**src/design/crsf_pkg.sv**
```systemverilog
// Package of opcodes, flag positions, cycle counts and carrier types for the rotate/stack/flag unit.
package crsf_pkg;

    // ************************************************************
    // Opcodes
    // ************************************************************
    localparam logic [7:0] OPC_USER_PUSH_UP = 8'h83;
    localparam logic [7:0] OPC_CLEAR_CARRY = 8'hcf;
    localparam logic [7:0] OPC_SUB_EXIT = 8'haf;
    localparam logic [7:0] OPC_ROT_LEFT = 8'h90;
    localparam logic [7:0] OPC_ROT_LEFT_IND = 8'h91;
    localparam logic [7:0] OPC_ROT_LEFT_C = 8'h10;
    localparam logic [7:0] OPC_ROT_LEFT_C_IND = 8'h11;
    localparam logic [7:0] OPC_ROT_RIGHT = 8'he0;
    localparam logic [7:0] OPC_ROT_RIGHT_IND = 8'he1;
    localparam logic [7:0] OPC_ROT_RIGHT_C = 8'hc0;
    localparam logic [7:0] OPC_ROT_RIGHT_C_IND = 8'hc1;
    localparam logic [7:0] OPC_SEL_BANK_ZERO = 8'h4f;

    // ************************************************************
    // Flag register bit positions, flag/stack/PC reset values and stack step
    // ************************************************************
    localparam int FLAG_C = 7;
    localparam int FLAG_Z = 6;
    localparam int FLAG_S = 5;
    localparam int FLAG_V = 4;
    localparam int FLAG_D = 3;
    localparam int FLAG_H = 2;
    localparam int FLAG_BANK = 0;
    localparam logic [7:0] FLAGS_RESET = 8'h00;
    localparam logic [15:0] STACK_RESET = 16'h0000;
    localparam logic [15:0] PC_RESET = 16'h0000;
    localparam logic [15:0] STACK_STEP = 16'h0002;

    // ************************************************************
    // Cycle counts per instruction
    // ************************************************************
    localparam logic [3:0] CYC_PUSH_UP = 4'h8;
    localparam logic [3:0] CYC_SHORT = 4'h4;
    localparam logic [3:0] CYC_SUB_EXIT = 4'ha;

    // ************************************************************
    // Rotate kinds and carrier types
    // ************************************************************
    typedef enum logic [1:0] {
        ROT_L = 2'b00,
        ROT_LC = 2'b01,
        ROT_R = 2'b10,
        ROT_RC = 2'b11
    } crsf_rot_type;

    typedef struct packed {
        logic [7:0] opcode;
        logic [7:0] arg1;
        logic [7:0] arg2;
    } crsf_instr_type;

    typedef struct packed {
        logic we;
        logic [7:0] addr;
        logic [7:0] data;
    } crsf_regwr_type;

endpackage : crsf_pkg

```
**src/design/crsf_core.sv**
```systemverilog
// Execution unit for user-stack push, carry clear, return, rotates and bank-0 select.
`timescale 1ns/10ps
module crsf_core
    import crsf_pkg::*;
(
    // Clock and reset
    input wire logic CLK,
    input wire logic RST,
    // Instruction from fetch/decode
    input wire logic INSTR_VALID,
    input wire crsf_instr_type INSTR,
    output logic INSTR_READY,
    output logic INSTR_DONE,
    // Register file read ports (combinational answer)
    output logic [7:0] RF_RADDR_A,
    input wire logic [7:0] RF_RDATA_A,
    output logic [7:0] RF_RADDR_B,
    input wire logic [7:0] RF_RDATA_B,
    // Register file write port
    output crsf_regwr_type RF_WRITE,
    // Stack memory read port (combinational answer)
    output logic [15:0] STACK_ADDR,
    input wire logic [7:0] STACK_RDATA,
    // Architectural state
    output logic [7:0] FLAGS,
    output logic [15:0] STACK_POINTER,
    output logic [15:0] PROGRAM_COUNTER,
    output logic PC_LOAD
);

    // ************************************************************
    // State machine and registers
    // ************************************************************
    typedef enum logic [2:0] {
        ST_IDLE = 3'b000,
        ST_EXEC = 3'b001,
        ST_SECOND = 3'b010,
        ST_WAIT = 3'b011
    } crsf_state_type;

    crsf_state_type state_q, state_d;
    crsf_instr_type instr_q;
    logic [3:0] cnt_q;
    logic [7:0] flags_q;
    logic [15:0] sp_q;
    logic [15:0] pc_q;
    logic [7:0] pc_hi_q;
    logic pc_load_q;
    logic done_q;
    logic ready_q;
    crsf_regwr_type wr_q;
    logic [7:0] raddr_a_q, raddr_b_q;
    logic [15:0] stack_addr_q;

    // Cycle count for an instruction; a function keeps decode in one place.
    function automatic logic [3:0] cycles_of(input logic [7:0] opc);
        case (opc)
            OPC_USER_PUSH_UP: cycles_of = CYC_PUSH_UP;
            OPC_SUB_EXIT: cycles_of = CYC_SUB_EXIT;
            default: cycles_of = CYC_SHORT;
        endcase
    endfunction : cycles_of

    // ************************************************************
    // Decode
    // ************************************************************
    wire logic [7:0] opc_w = instr_q.opcode;
    wire logic is_push_w = (opc_w == OPC_USER_PUSH_UP);
    wire logic is_clrc_w = (opc_w == OPC_CLEAR_CARRY);
    wire logic is_ret_w = (opc_w == OPC_SUB_EXIT);
    wire logic is_sb0_w = (opc_w == OPC_SEL_BANK_ZERO);
    wire logic is_rot_w = (opc_w[7:1] == OPC_ROT_LEFT[7:1]) ||
                          (opc_w[7:1] == OPC_ROT_LEFT_C[7:1]) ||
                          (opc_w[7:1] == OPC_ROT_RIGHT[7:1]) ||
                          (opc_w[7:1] == OPC_ROT_RIGHT_C[7:1]);
    wire logic pointer_operand_mode = opc_w[0];
    wire crsf_rot_type rot_kind_w =
        (opc_w[7:1] == OPC_ROT_LEFT[7:1]) ? ROT_L :
        (opc_w[7:1] == OPC_ROT_LEFT_C[7:1]) ? ROT_LC :
        (opc_w[7:1] == OPC_ROT_RIGHT[7:1]) ? ROT_R : ROT_RC;
    // Ready stays low for one cycle after reset, so an offer held across the release
    // waits for it; taking on the idle state alone would accept a refused request.
    wire logic take_w = (state_q == ST_IDLE) && INSTR_VALID && ready_q;
    wire logic last_w = (state_q == ST_WAIT) && (cnt_q == 4'h1);

    // Rotate operand address: the register itself, or the register it points at.
    wire logic [7:0] rot_addr_w = pointer_operand_mode ? RF_RDATA_A : instr_q.arg1;

    // ************************************************************
    // Rotate datapath
    // ************************************************************
    logic [7:0] rot_res_w;
    logic rot_c_w, rot_z_w, rot_s_w, rot_v_w;

    crsf_rotator u_rot (
        .kind(rot_kind_w),
        .operand(RF_RDATA_B),
        .carry_in(flags_q[FLAG_C]),
        .result(rot_res_w),
        .carry_out(rot_c_w),
        .zero_out(rot_z_w),
        .sign_out(rot_s_w),
        .ovf_out(rot_v_w)
    );

    // Push destination: pointer incremented before the write.
    wire logic [7:0] push_ptr_w = RF_RDATA_A + 8'h01;

    // Flags after a rotate; D, H and bank keep their values.
    wire logic [7:0] rot_flags_w = {rot_c_w, rot_z_w, rot_s_w, rot_v_w, flags_q[3:0]};

    // ************************************************************
    // Next state
    // ************************************************************
    always_comb begin
        state_d = state_q;
        case (state_q)
            ST_IDLE: begin
                if (take_w) begin
                    state_d = ST_EXEC;
                end
            end
            ST_EXEC: begin
                state_d = (is_ret_w || is_push_w) ? ST_SECOND : ST_WAIT;
            end
            ST_SECOND: begin
                state_d = ST_WAIT;
            end
            ST_WAIT: begin
                if (cnt_q == 4'h1) begin
                    state_d = ST_IDLE;
                end
            end
            default: begin
                state_d = ST_IDLE;
            end
        endcase
    end

    // ************************************************************
    // Sequencing
    // ************************************************************
    always_ff @(posedge CLK) begin
        if (RST) begin
            state_q <= ST_IDLE;
            instr_q <= '0;
            cnt_q <= 4'h0;
            ready_q <= 1'b0;
            done_q <= 1'b0;
        end else begin
            state_q <= state_d;
            ready_q <= (state_d == ST_IDLE);
            done_q <= last_w;
            if (take_w) begin
                instr_q <= INSTR;
                cnt_q <= cycles_of(INSTR.opcode) - 4'h1;
            end else if (state_q != ST_IDLE && cnt_q != 4'h0) begin
                cnt_q <= cnt_q - 4'h1;
            end
        end
    end

    // ************************************************************
    // Register file and stack access
    // ************************************************************
    always_ff @(posedge CLK) begin
        if (RST) begin
            raddr_a_q <= 8'h00;
            raddr_b_q <= 8'h00;
            stack_addr_q <= STACK_RESET;
            wr_q <= '0;
        end else begin
            wr_q.we <= 1'b0;
            if (take_w) begin
                // Port A reads the pointer register, port B the push source.
                raddr_a_q <= INSTR.arg1;
                raddr_b_q <= INSTR.arg2;
                stack_addr_q <= sp_q;
            end else if (state_q == ST_EXEC && is_push_w) begin
                wr_q <= '{we: 1'b1, addr: raddr_a_q, data: push_ptr_w};
            end else if (state_q == ST_EXEC && is_rot_w) begin
                raddr_b_q <= rot_addr_w;
            end else if (state_q == ST_SECOND && is_push_w) begin
                wr_q <= '{we: 1'b1, addr: push_ptr_w, data: RF_RDATA_B};
            end else if (state_q == ST_EXEC && is_ret_w) begin
                stack_addr_q <= stack_addr_q + 16'h0001;
            end else if (state_q == ST_WAIT && cnt_q == CYC_SHORT - 4'h2 && is_rot_w) begin
                wr_q <= '{we: 1'b1, addr: raddr_b_q, data: rot_res_w};
            end
        end
    end

    // ************************************************************
    // Flags, stack pointer and program counter
    // ************************************************************
    always_ff @(posedge CLK) begin
        if (RST) begin
            flags_q <= FLAGS_RESET;
            sp_q <= STACK_RESET;
            pc_q <= PC_RESET;
            pc_hi_q <= 8'h00;
            pc_load_q <= 1'b0;
        end else begin
            pc_load_q <= 1'b0;
            if (state_q == ST_EXEC && is_clrc_w) begin
                flags_q[FLAG_C] <= 1'b0;
            end
            if (state_q == ST_EXEC && is_sb0_w) begin
                flags_q[FLAG_BANK] <= 1'b0;
            end
            if (state_q == ST_WAIT && cnt_q == CYC_SHORT - 4'h2 && is_rot_w) begin
                flags_q <= rot_flags_w;
            end
            if (state_q == ST_EXEC && is_ret_w) begin
                pc_hi_q <= STACK_RDATA;
            end
            if (state_q == ST_SECOND && is_ret_w) begin
                pc_q <= {pc_hi_q, STACK_RDATA};
                sp_q <= sp_q + STACK_STEP;
                pc_load_q <= 1'b1;
            end
        end
    end

    // ************************************************************
    // Outputs
    // ************************************************************
    assign INSTR_READY = ready_q;
    assign INSTR_DONE = done_q;
    assign RF_RADDR_A = raddr_a_q;
    assign RF_RADDR_B = raddr_b_q;
    assign RF_WRITE = wr_q;
    assign STACK_ADDR = stack_addr_q;
    assign FLAGS = flags_q;
    assign STACK_POINTER = sp_q;
    assign PROGRAM_COUNTER = pc_q;
    assign PC_LOAD = pc_load_q;

endmodule : crsf_core

```
**src/design/crsf_rotator.sv**
```systemverilog
// Combinational rotate unit producing the result byte and the new flag bits.
`timescale 1ns/10ps
module crsf_rotator
    import crsf_pkg::*;
(
    // Operand and mode
    input wire crsf_rot_type kind,
    input wire logic [7:0] operand,
    input wire logic carry_in,
    // Result
    output logic [7:0] result,
    output logic carry_out,
    output logic zero_out,
    output logic sign_out,
    output logic ovf_out
);
    logic [7:0] res_w;

    assign res_w = (kind == ROT_L) ? {operand[6:0], operand[7]} :
                   (kind == ROT_LC) ? {operand[6:0], carry_in} :
                   (kind == ROT_R) ? {operand[0], operand[7:1]} :
                   {carry_in, operand[7:1]};
    assign result = res_w;
    assign carry_out = kind[1] ? operand[0] : operand[7];
    assign zero_out = (res_w == 8'h00);
    assign sign_out = res_w[7];
    // Overflow means the sign bit changed for every rotate kind.
    assign ovf_out = res_w[7] ^ operand[7];

endmodule : crsf_rotator

```
**config.mk**
```make
export PLATFORM = sky130hd
export DESIGN_NAME = crsf_core
export DESIGN_NICKNAME = d
export VERILOG_FILES = /design/src/design/crsf_pkg.sv /design/src/design/crsf_core.sv /design/src/design/crsf_rotator.sv
export SDC_FILE = /design/constraint.sdc
export NUM_CORES = 1
export LEC_CHECK = 0
export BUFFER_PORTS_ARGS = -buffer_cell sky130_fd_sc_hd__buf_4
export CAP_MARGIN = 20
export CORE_MARGIN = 2
export CORE_UTILIZATION = 40
export DETAILED_ROUTE_END_ITERATION = 7
export GPL_TIMING_DRIVEN = 0
export SETUP_SLACK_MARGIN = 0.2
export SYNTH_ARGS = -nofsm -noshare
export SYNTH_HDL_FRONTEND = slang
export SYNTH_SLANG_ARGS = --single-unit
```
**constraint.sdc**
```tcl
create_clock -name CLK -period 3.3 [get_ports CLK]
set_clock_uncertainty 0.2 [all_clocks]
set_input_delay 0.66 -clock CLK [delete_from_list [all_inputs] [get_ports CLK]]
set_output_delay 0.66 -clock CLK [all_outputs]
set_load 0.1 [all_outputs]
```
# After elaboration in Yosys (flattened, before gate mapping)
# Cells that the tools add are included.
# classes
n_addsub	5
mul	0
div_mod_pow	0
magnitude_cmp	0
eq_ne	21
n_shift	0
n_mux	33
bitwise_logic	2
reduce_logical	31
# op_table
cell	n
2-to-1 mux 17 bit	5
2-to-1 mux 16 bit	5
2-to-1 mux 8 bit	8
equality test 8 bit, second input constant	5
equality test 7 bit, second input constant	3
adder 16 x 1 -> 16 bit, second input constant	1
adder 16 x 2 -> 16 bit, second input constant	1
2-to-1 mux 4 bit	4
logical AND 1 bit	12
one-hot mux 3 bit (4 select lines)	1
adder 8 x 1 -> 8 bit, second input constant	1
zero test 8 bit	1
inequality test 2 bit, second input constant	4
one-hot mux 4 bit (2 select lines)	1
AND reduction 4 bit	2
nonzero test 2 bit	4
subtractor 4 x 1 -> 4 bit, second input constant	2
equality test 7 x 4 -> 1 bit, second input constant	1
equality test 3 x 2 -> 1 bit, second input constant	2
zero test 3 bit	2
2-to-1 mux 3 bit	2
nonzero test 3 bit	2
2-to-1 mux 1 bit	5
equality test 4 x 1 -> 1 bit, second input constant	1
13 further kinds	17
# totals
reg_bits	111
latchBits	0
mem_bits_rw	0
mem_bits_ro	0
input_bits	51
out_inout_bits	92
elab_cells	109
mem_count	0

# Depth between registers and ports, before layout
# depth
ltp_word	13
mapped_depth	9
depth_no_buf	7

# Cells and area by module
# From an unflattened synthesis, not the netlist that was laid out.
# unflattened
cells_unflattened	672
area_unflattened_um2	5481.5
# by_module_without_submodules
module	n_inst	cells_per_inst	area_per_inst_um2	seq_area_each_um2
crsf_core	1	651	5300.1	2202.1
crsf_rotator	1	21	181.4	0.0

# Least setup slack after synthesis
# Ideal clock, no wire load.
# synth_timing
kind	register to register
startpoint	reg stack_addr_q[0], in the netlist STACK_ADDR[0]
endpoint	reg stack_addr_q[8], in the netlist STACK_ADDR[8]
setup_ns	0.074
arrival_ns	2.611
required_time_ns	3.026
path_slack_ns	0.415
stages_incl_launch_ff	7
n_path_buf	0
period_less_slack_ns	2.885
path_cell_list	dfxtp_1 ha_1 nand3_1 nor4_2 nand2_1 or4b_1 a31oi_1
# synth_between
elab_chain_cells	6
# synth_lines
item	line	rtl
from (decl)	crsf_core.sv:53	logic [15:0] stack_addr_q;
from (signal assigned)	crsf_core.sv:178	stack_addr_q <= sp_q;
from (signal assigned)	crsf_core.sv:186	stack_addr_q <= stack_addr_q + 16'h0001;
adder 16 x 1 -> 16 bit	crsf_core.sv:186	
2-to-1 mux 16 bit	crsf_core.sv:185	end else if (state_q == ST_EXEC && is_ret_w) begin
2-to-1 mux 16 bit	crsf_core.sv:183	end else if (state_q == ST_SECOND && is_push_w) begin
2-to-1 mux 16 bit	crsf_core.sv:181	end else if (state_q == ST_EXEC && is_rot_w) begin
2-to-1 mux 16 bit	crsf_core.sv:179	end else if (state_q == ST_EXEC && is_push_w) begin
2-to-1 mux 16 bit	crsf_core.sv:174	if (take_w) begin
# No other way between the ends. The select of a mux whose other input is x is not followed.
# A chain may end at the register's enable or synchronous reset.

# Worst setup path after layout
# layout_timing
startpoint	reg state_q[0]
endpoint	reg wr_q (netlist bit RF_WRITE[15])
# layout_between
elab_chain_cells	5
# layout_lines
item	line	rtl
from (decl)	crsf_core.sv:41	crsf_state_type state_q, state_d;
from (signal assigned)	crsf_core.sv:151	state_q <= state_d;
equality test 3 x 2 -> 1 bit, or another cell as far along	crsf_core.sv:187	end else if (state_q == ST_WAIT && cnt_q == CYC_SHORT - 4'h2 && is_rot_w) begin
logical AND 1 bit (on tied branches)	crsf_core.sv:187, crsf_core.sv:83, crsf_core.sv:183	
logical AND 1 bit, or another cell as far along	crsf_core.sv:187	
nonzero test 3 bit (no line), or another cell as far along	--	
AND reduction 4 bit (no line) or 2-to-1 mux 17 bit (tied branches)	--	
to (signal assigned)	crsf_core.sv:180	wr_q <= '{we: 1'b1, addr: raddr_a_q, data: push_ptr_w};
to (signal assigned)	crsf_core.sv:184	wr_q <= '{we: 1'b1, addr: push_ptr_w, data: RF_RDATA_B};
to (signal assigned)	crsf_core.sv:188	wr_q <= '{we: 1'b1, addr: raddr_b_q, data: rot_res_w};
to (decl)	crsf_core.sv:51	crsf_regwr_type wr_q;
# Parallel ways exist; a longest one is shown, timed or not. The select of a mux whose other input is x is not followed.

==> flow_metrics.env <==
export IMPL_power_ir_vdd_worst_v=0.000311
export IMPL_clkTransAtPathRegs_ns=0.07
export IMPL_filler_cell_count=1276
export IMPL_ff_latch_area_sq_um=2200
export IMPL_timing_fmax_mhz=350
export IMPL_layout_nets=891
export IMPL_max_slew_margin=0.443
export IMPL_timing_final_crit_period_ns=2.86
export IMPL_finalMaxSlewViolations=0
export IMPL_final_antenna_net_count=0
export IMPL_drt_pass1_iter_count=6
export IMPL_grt_first_pass_wirelength_um=27900
export IMPL_hpwl_um=13600
export IMPL_slowest_delay_ns=0.73
export IMPL_drc_violation_total_after_the_first_tritonroute_iteration=548
export IMPL_cts_resized_gates=0
export IMPL_leakagePower_nw=2.58
export IMPL_core_area_sq_um=13300
export IMPL_setup_viol=0
export IMPL_gp_congestion=0.930
export IMPL_cp_arrival_ns=2.95
export IMPL_die_x_um=121
export IMPL_hold_buffers=0
export IMPL_total_power_mw=2.89
export IMPL_switching_share=0.280
export IMPL_setup_worst_path_class="reg -> reg"
export IMPL_die_y_um=121
export IMPL_grt_max_degree=16
export IMPL_initial_util=0.411
export IMPL_syn_mean_instance_area_sq_um=8.05
export IMPL_cp_buffers_inverters=2
export IMPL_cts_post_setup_buffers_inserted=0
export IMPL_internal_power_mw=2.08
export IMPL_path_cells="or3b_1, buf_6, nor4_2, clkbuf_1, a222oi_1, a21oi_1"
export IMPL_die_area_sq_um=14700
export IMPL_insertedDiodeCount=0
export IMPL_worst_hold_path_type="reg -> reg"
export IMPL_viasPerCell=5.63
export IMPL_yosys_cell_types_count=64
export IMPL_worstSkewPairLatency_ns=0.36
export IMPL_grt_antenna_before_repair=0
export IMPL_synth_cell_area_sq_um=5490
export IMPL_ff2ff_setup_slack_ns=0.44
export IMPL_cell_class_contributing_the_biggest_share_of_worst_path_delay="simple AND/OR/NAND/NOR gates"
export IMPL_drc=0
export IMPL_drv_max_cap_violation_count=0
export IMPL_port_buffer_count=135
export IMPL_cts_root_buf="sky130_fd_sc_hd__clkbuf_16"
export IMPL_numCtsBuffers=9
export IMPL_setup_worst_path_start_class="flop"
export IMPL_synthesis_yosys_warnings=0
export IMPL_clock_power_share=0.363
export IMPL_synth_flop_cell="sky130_fd_sc_hd__dfxtp_1"
export IMPL_final_hold_violation_count=0
export IMPL_grt_use_total=0.245
export IMPL_ys_ff_latch=110
export IMPL_synthCells=682
export IMPL_pd_cells_nw_per_um2=412
export IMPL_ys_async_rst_share=0
export IMPL_worst_slew_pin_transition_ns=0.828
export IMPL_rsz_0062_raised_after_global_routing="no"
export IMPL_areaGrowthSynthToFinish_pct=27.8
export IMPL_timing_critical_path_to_type="flop"
export IMPL_grt_overflow=0
export IMPL_final_min_period_over_clock_period=0.867
export IMPL_multiInputGateArea_sq_um=2940
export IMPL_drive_above_1_share=0.222
export IMPL_comb_power_share=0.151
export IMPL_number_of_global_route_vias_before_repair=5279
export IMPL_synth_enable_flop_cells=0
export IMPL_clock_sink_count=110
export IMPL_cp_slowest_cell="sky130_fd_sc_hd__nor4_2"
export IMPL_pwr_share_seq=0.486
export IMPL_status="finished, final reports clean"
export IMPL_post_drt_wl_per_cell_um=17.7
export IMPL_yosysSeqAreaShare=0.401
export IMPL_critPathRequiredTime_ns=3.39
export IMPL_cts_max_path_buffers=2
export IMPL_io_pins=143
export IMPL_num_rows=42
export IMPL_final_setup_tns_ns=0
export IMPL_vias=5694
export IMPL_h_tree_depth=3
export IMPL_cts_tree="yes"
export IMPL_finalWirelength_um=18000
export IMPL_switching_power_mw=0.809
export IMPL_timing_critical_path_fanout_max=10
[power by group through the flow]
stage | sequential, mW | combinational (mW) | clock, mW
after floorplan | 1.47 | 0.254 | 0
after global placement | 1.43 | 0.423 | 0
after detailed placement | 1.43 | 0.429 | 0
after CTS | 1.40 | 0.431 | 1.06
after global routing | 1.41 | 0.474 | 1.12
final | 1.40 | 0.435 | 1.05
[stage by stage]
step	instance area [sq um]	std cells	hold WS (ns)	setup slack [ns]	util
5_1_grt	7020	1012	0.271	0.259	0.526
2_1_floorplan	5510	687	0.232	0.415	-
6_report	7020	1012	0.252	0.439	0.526
3_3_place_gp	6740	998	0.243	0.602	0.505
4_1_cts	7020	1012	0.256	0.517	0.526
3_5_place_dp	6740	998	0.248	0.521	0.505
[sequential cells by signal, summed over array words and instances, names as in the netlist]
signal           flops
STACK_ADDR          16
pc_hi_q              8
FLAGS                4
INSTR_READY          1
cnt_q                4
opc_w                8
RF_RADDR_B           8
STACK_POINTER       15
state_q              3
RF_WRITE            17
PC_LOAD              1
RF_RADDR_A           8
INSTR_DONE           1
PROGRAM_COUNTER     16
[path summary, 6_finish.rpt]
kind,startpoint,end,cells past startpoint
min,PROGRAM_COUNTER[4]$_SDFFE_PP0P_,PROGRAM_COUNTER[4]$_SDFFE_PP0P_,2
max reg2reg,state_q[0]$_SDFF_PP0_,RF_WRITE[15]$_SDFFE_PP0P_,6
max,state_q[0]$_SDFF_PP0_,RF_WRITE[15]$_SDFFE_PP0P_,6
min reg2reg,PROGRAM_COUNTER[4]$_SDFFE_PP0P_,PROGRAM_COUNTER[4]$_SDFFE_PP0P_,2
[routing by layer]
layer	track usage	routed length, um
met1	0.331	7960
met2	0.395	8400
met3	0.0437	1210
met4	0.0833	391
met5	0	0
[worst reg2reg max path, cell delays in order, from the launching register on]
cell	delay, ns
sky130_fd_sc_hd__dfxtp_1	0.46
sky130_fd_sc_hd__or3b_1	0.39
sky130_fd_sc_hd__buf_6	0.15
sky130_fd_sc_hd__nor4_2	0.73
sky130_fd_sc_hd__clkbuf_1	0.48
sky130_fd_sc_hd__a222oi_1	0.20
sky130_fd_sc_hd__a21oi_1	0.18
[kinds of logic (layout without fill, tap and decap cells)]
| group | count (synthesis) | after routing | share of synthesized area |
|---|---|---|---|
| adders and majority gates | 7 | 7 | 0.0160 |
| and+or+nand+nor | 290 | 290 | 0.264 |
| DFF | 110 | 110 | 0.401 |
| muxes | 7 | 7 | 0.0141 |
| xor gates and xnor gates | 23 | 23 | 0.0367 |
| other | 1 | 6 | 0.000683 |
| AOI/OAI and AO/OA | 169 | 169 | 0.200 |
| buffers and inverters | 75 | 224 | 0.0672 |
[synth_stat cells, types with 9 or more instances]
master / instances / area [sq um]
sky130_fd_sc_hd__nor2_1: 44 / 165
sky130_fd_sc_hd__a211oi_1: 19 / 143
sky130_fd_sc_hd__buf_4: 14 / 105
sky130_fd_sc_hd__xnor2_1: 12 / 105
sky130_fd_sc_hd__inv_1: 15 / 56.3
sky130_fd_sc_hd__nand4_1: 14 / 87.6
sky130_fd_sc_hd__or3_1: 11 / 68.8
sky130_fd_sc_hd__nor3_1: 17 / 85.1
sky130_fd_sc_hd__o21ai_0: 9 / 45.0
sky130_fd_sc_hd__nand3_1: 36 / 180
sky130_fd_sc_hd__dfxtp_1: 110 / 2200
sky130_fd_sc_hd__a31oi_1: 10 / 62.6
sky130_fd_sc_hd__a222oi_1: 9 / 90.1
sky130_fd_sc_hd__nand2_1: 111 / 417
sky130_fd_sc_hd__xor2_1: 11 / 96.3
sky130_fd_sc_hd__nor2b_1: 13 / 81.3
sky130_fd_sc_hd__a211o_1: 9 / 78.8
sky130_fd_sc_hd__clkbuf_1: 35 / 131
sky130_fd_sc_hd__a21oi_1: 78 / 390
[cell type report]
| type | instances | share of cell area |
|---|---|---|
| sequential | 110 | 0.314 |
| tap | 176 | 0.0314 |
| clock buffer | 13 | 0.0385 |
| timing repair buffer | 135 | 0.144 |
| inverter | 15 | 0.00802 |
| clock inverter | 1 | 0.000713 |
| buffer | 60 | 0.0446 |
| multi-input combinational | 502 | 0.419 |
[cells in the final DEF (no fill, tap or decap), drive strengths merged, types with 9 or more instances in the layout]
cell	n
buf	160
nor3	17
or3	11
dfxtp	110
nor4	10
a31oi	10
a211oi	19
xnor2	12
a211o	9
a222oi	9
nand4	14
a21oi	79
nand2	111
xor2	11
inv	15
nor2b	13
nor2	44
o21ai	10
clkbuf	48
nand3	36
(Power assumes the default switching activity.)
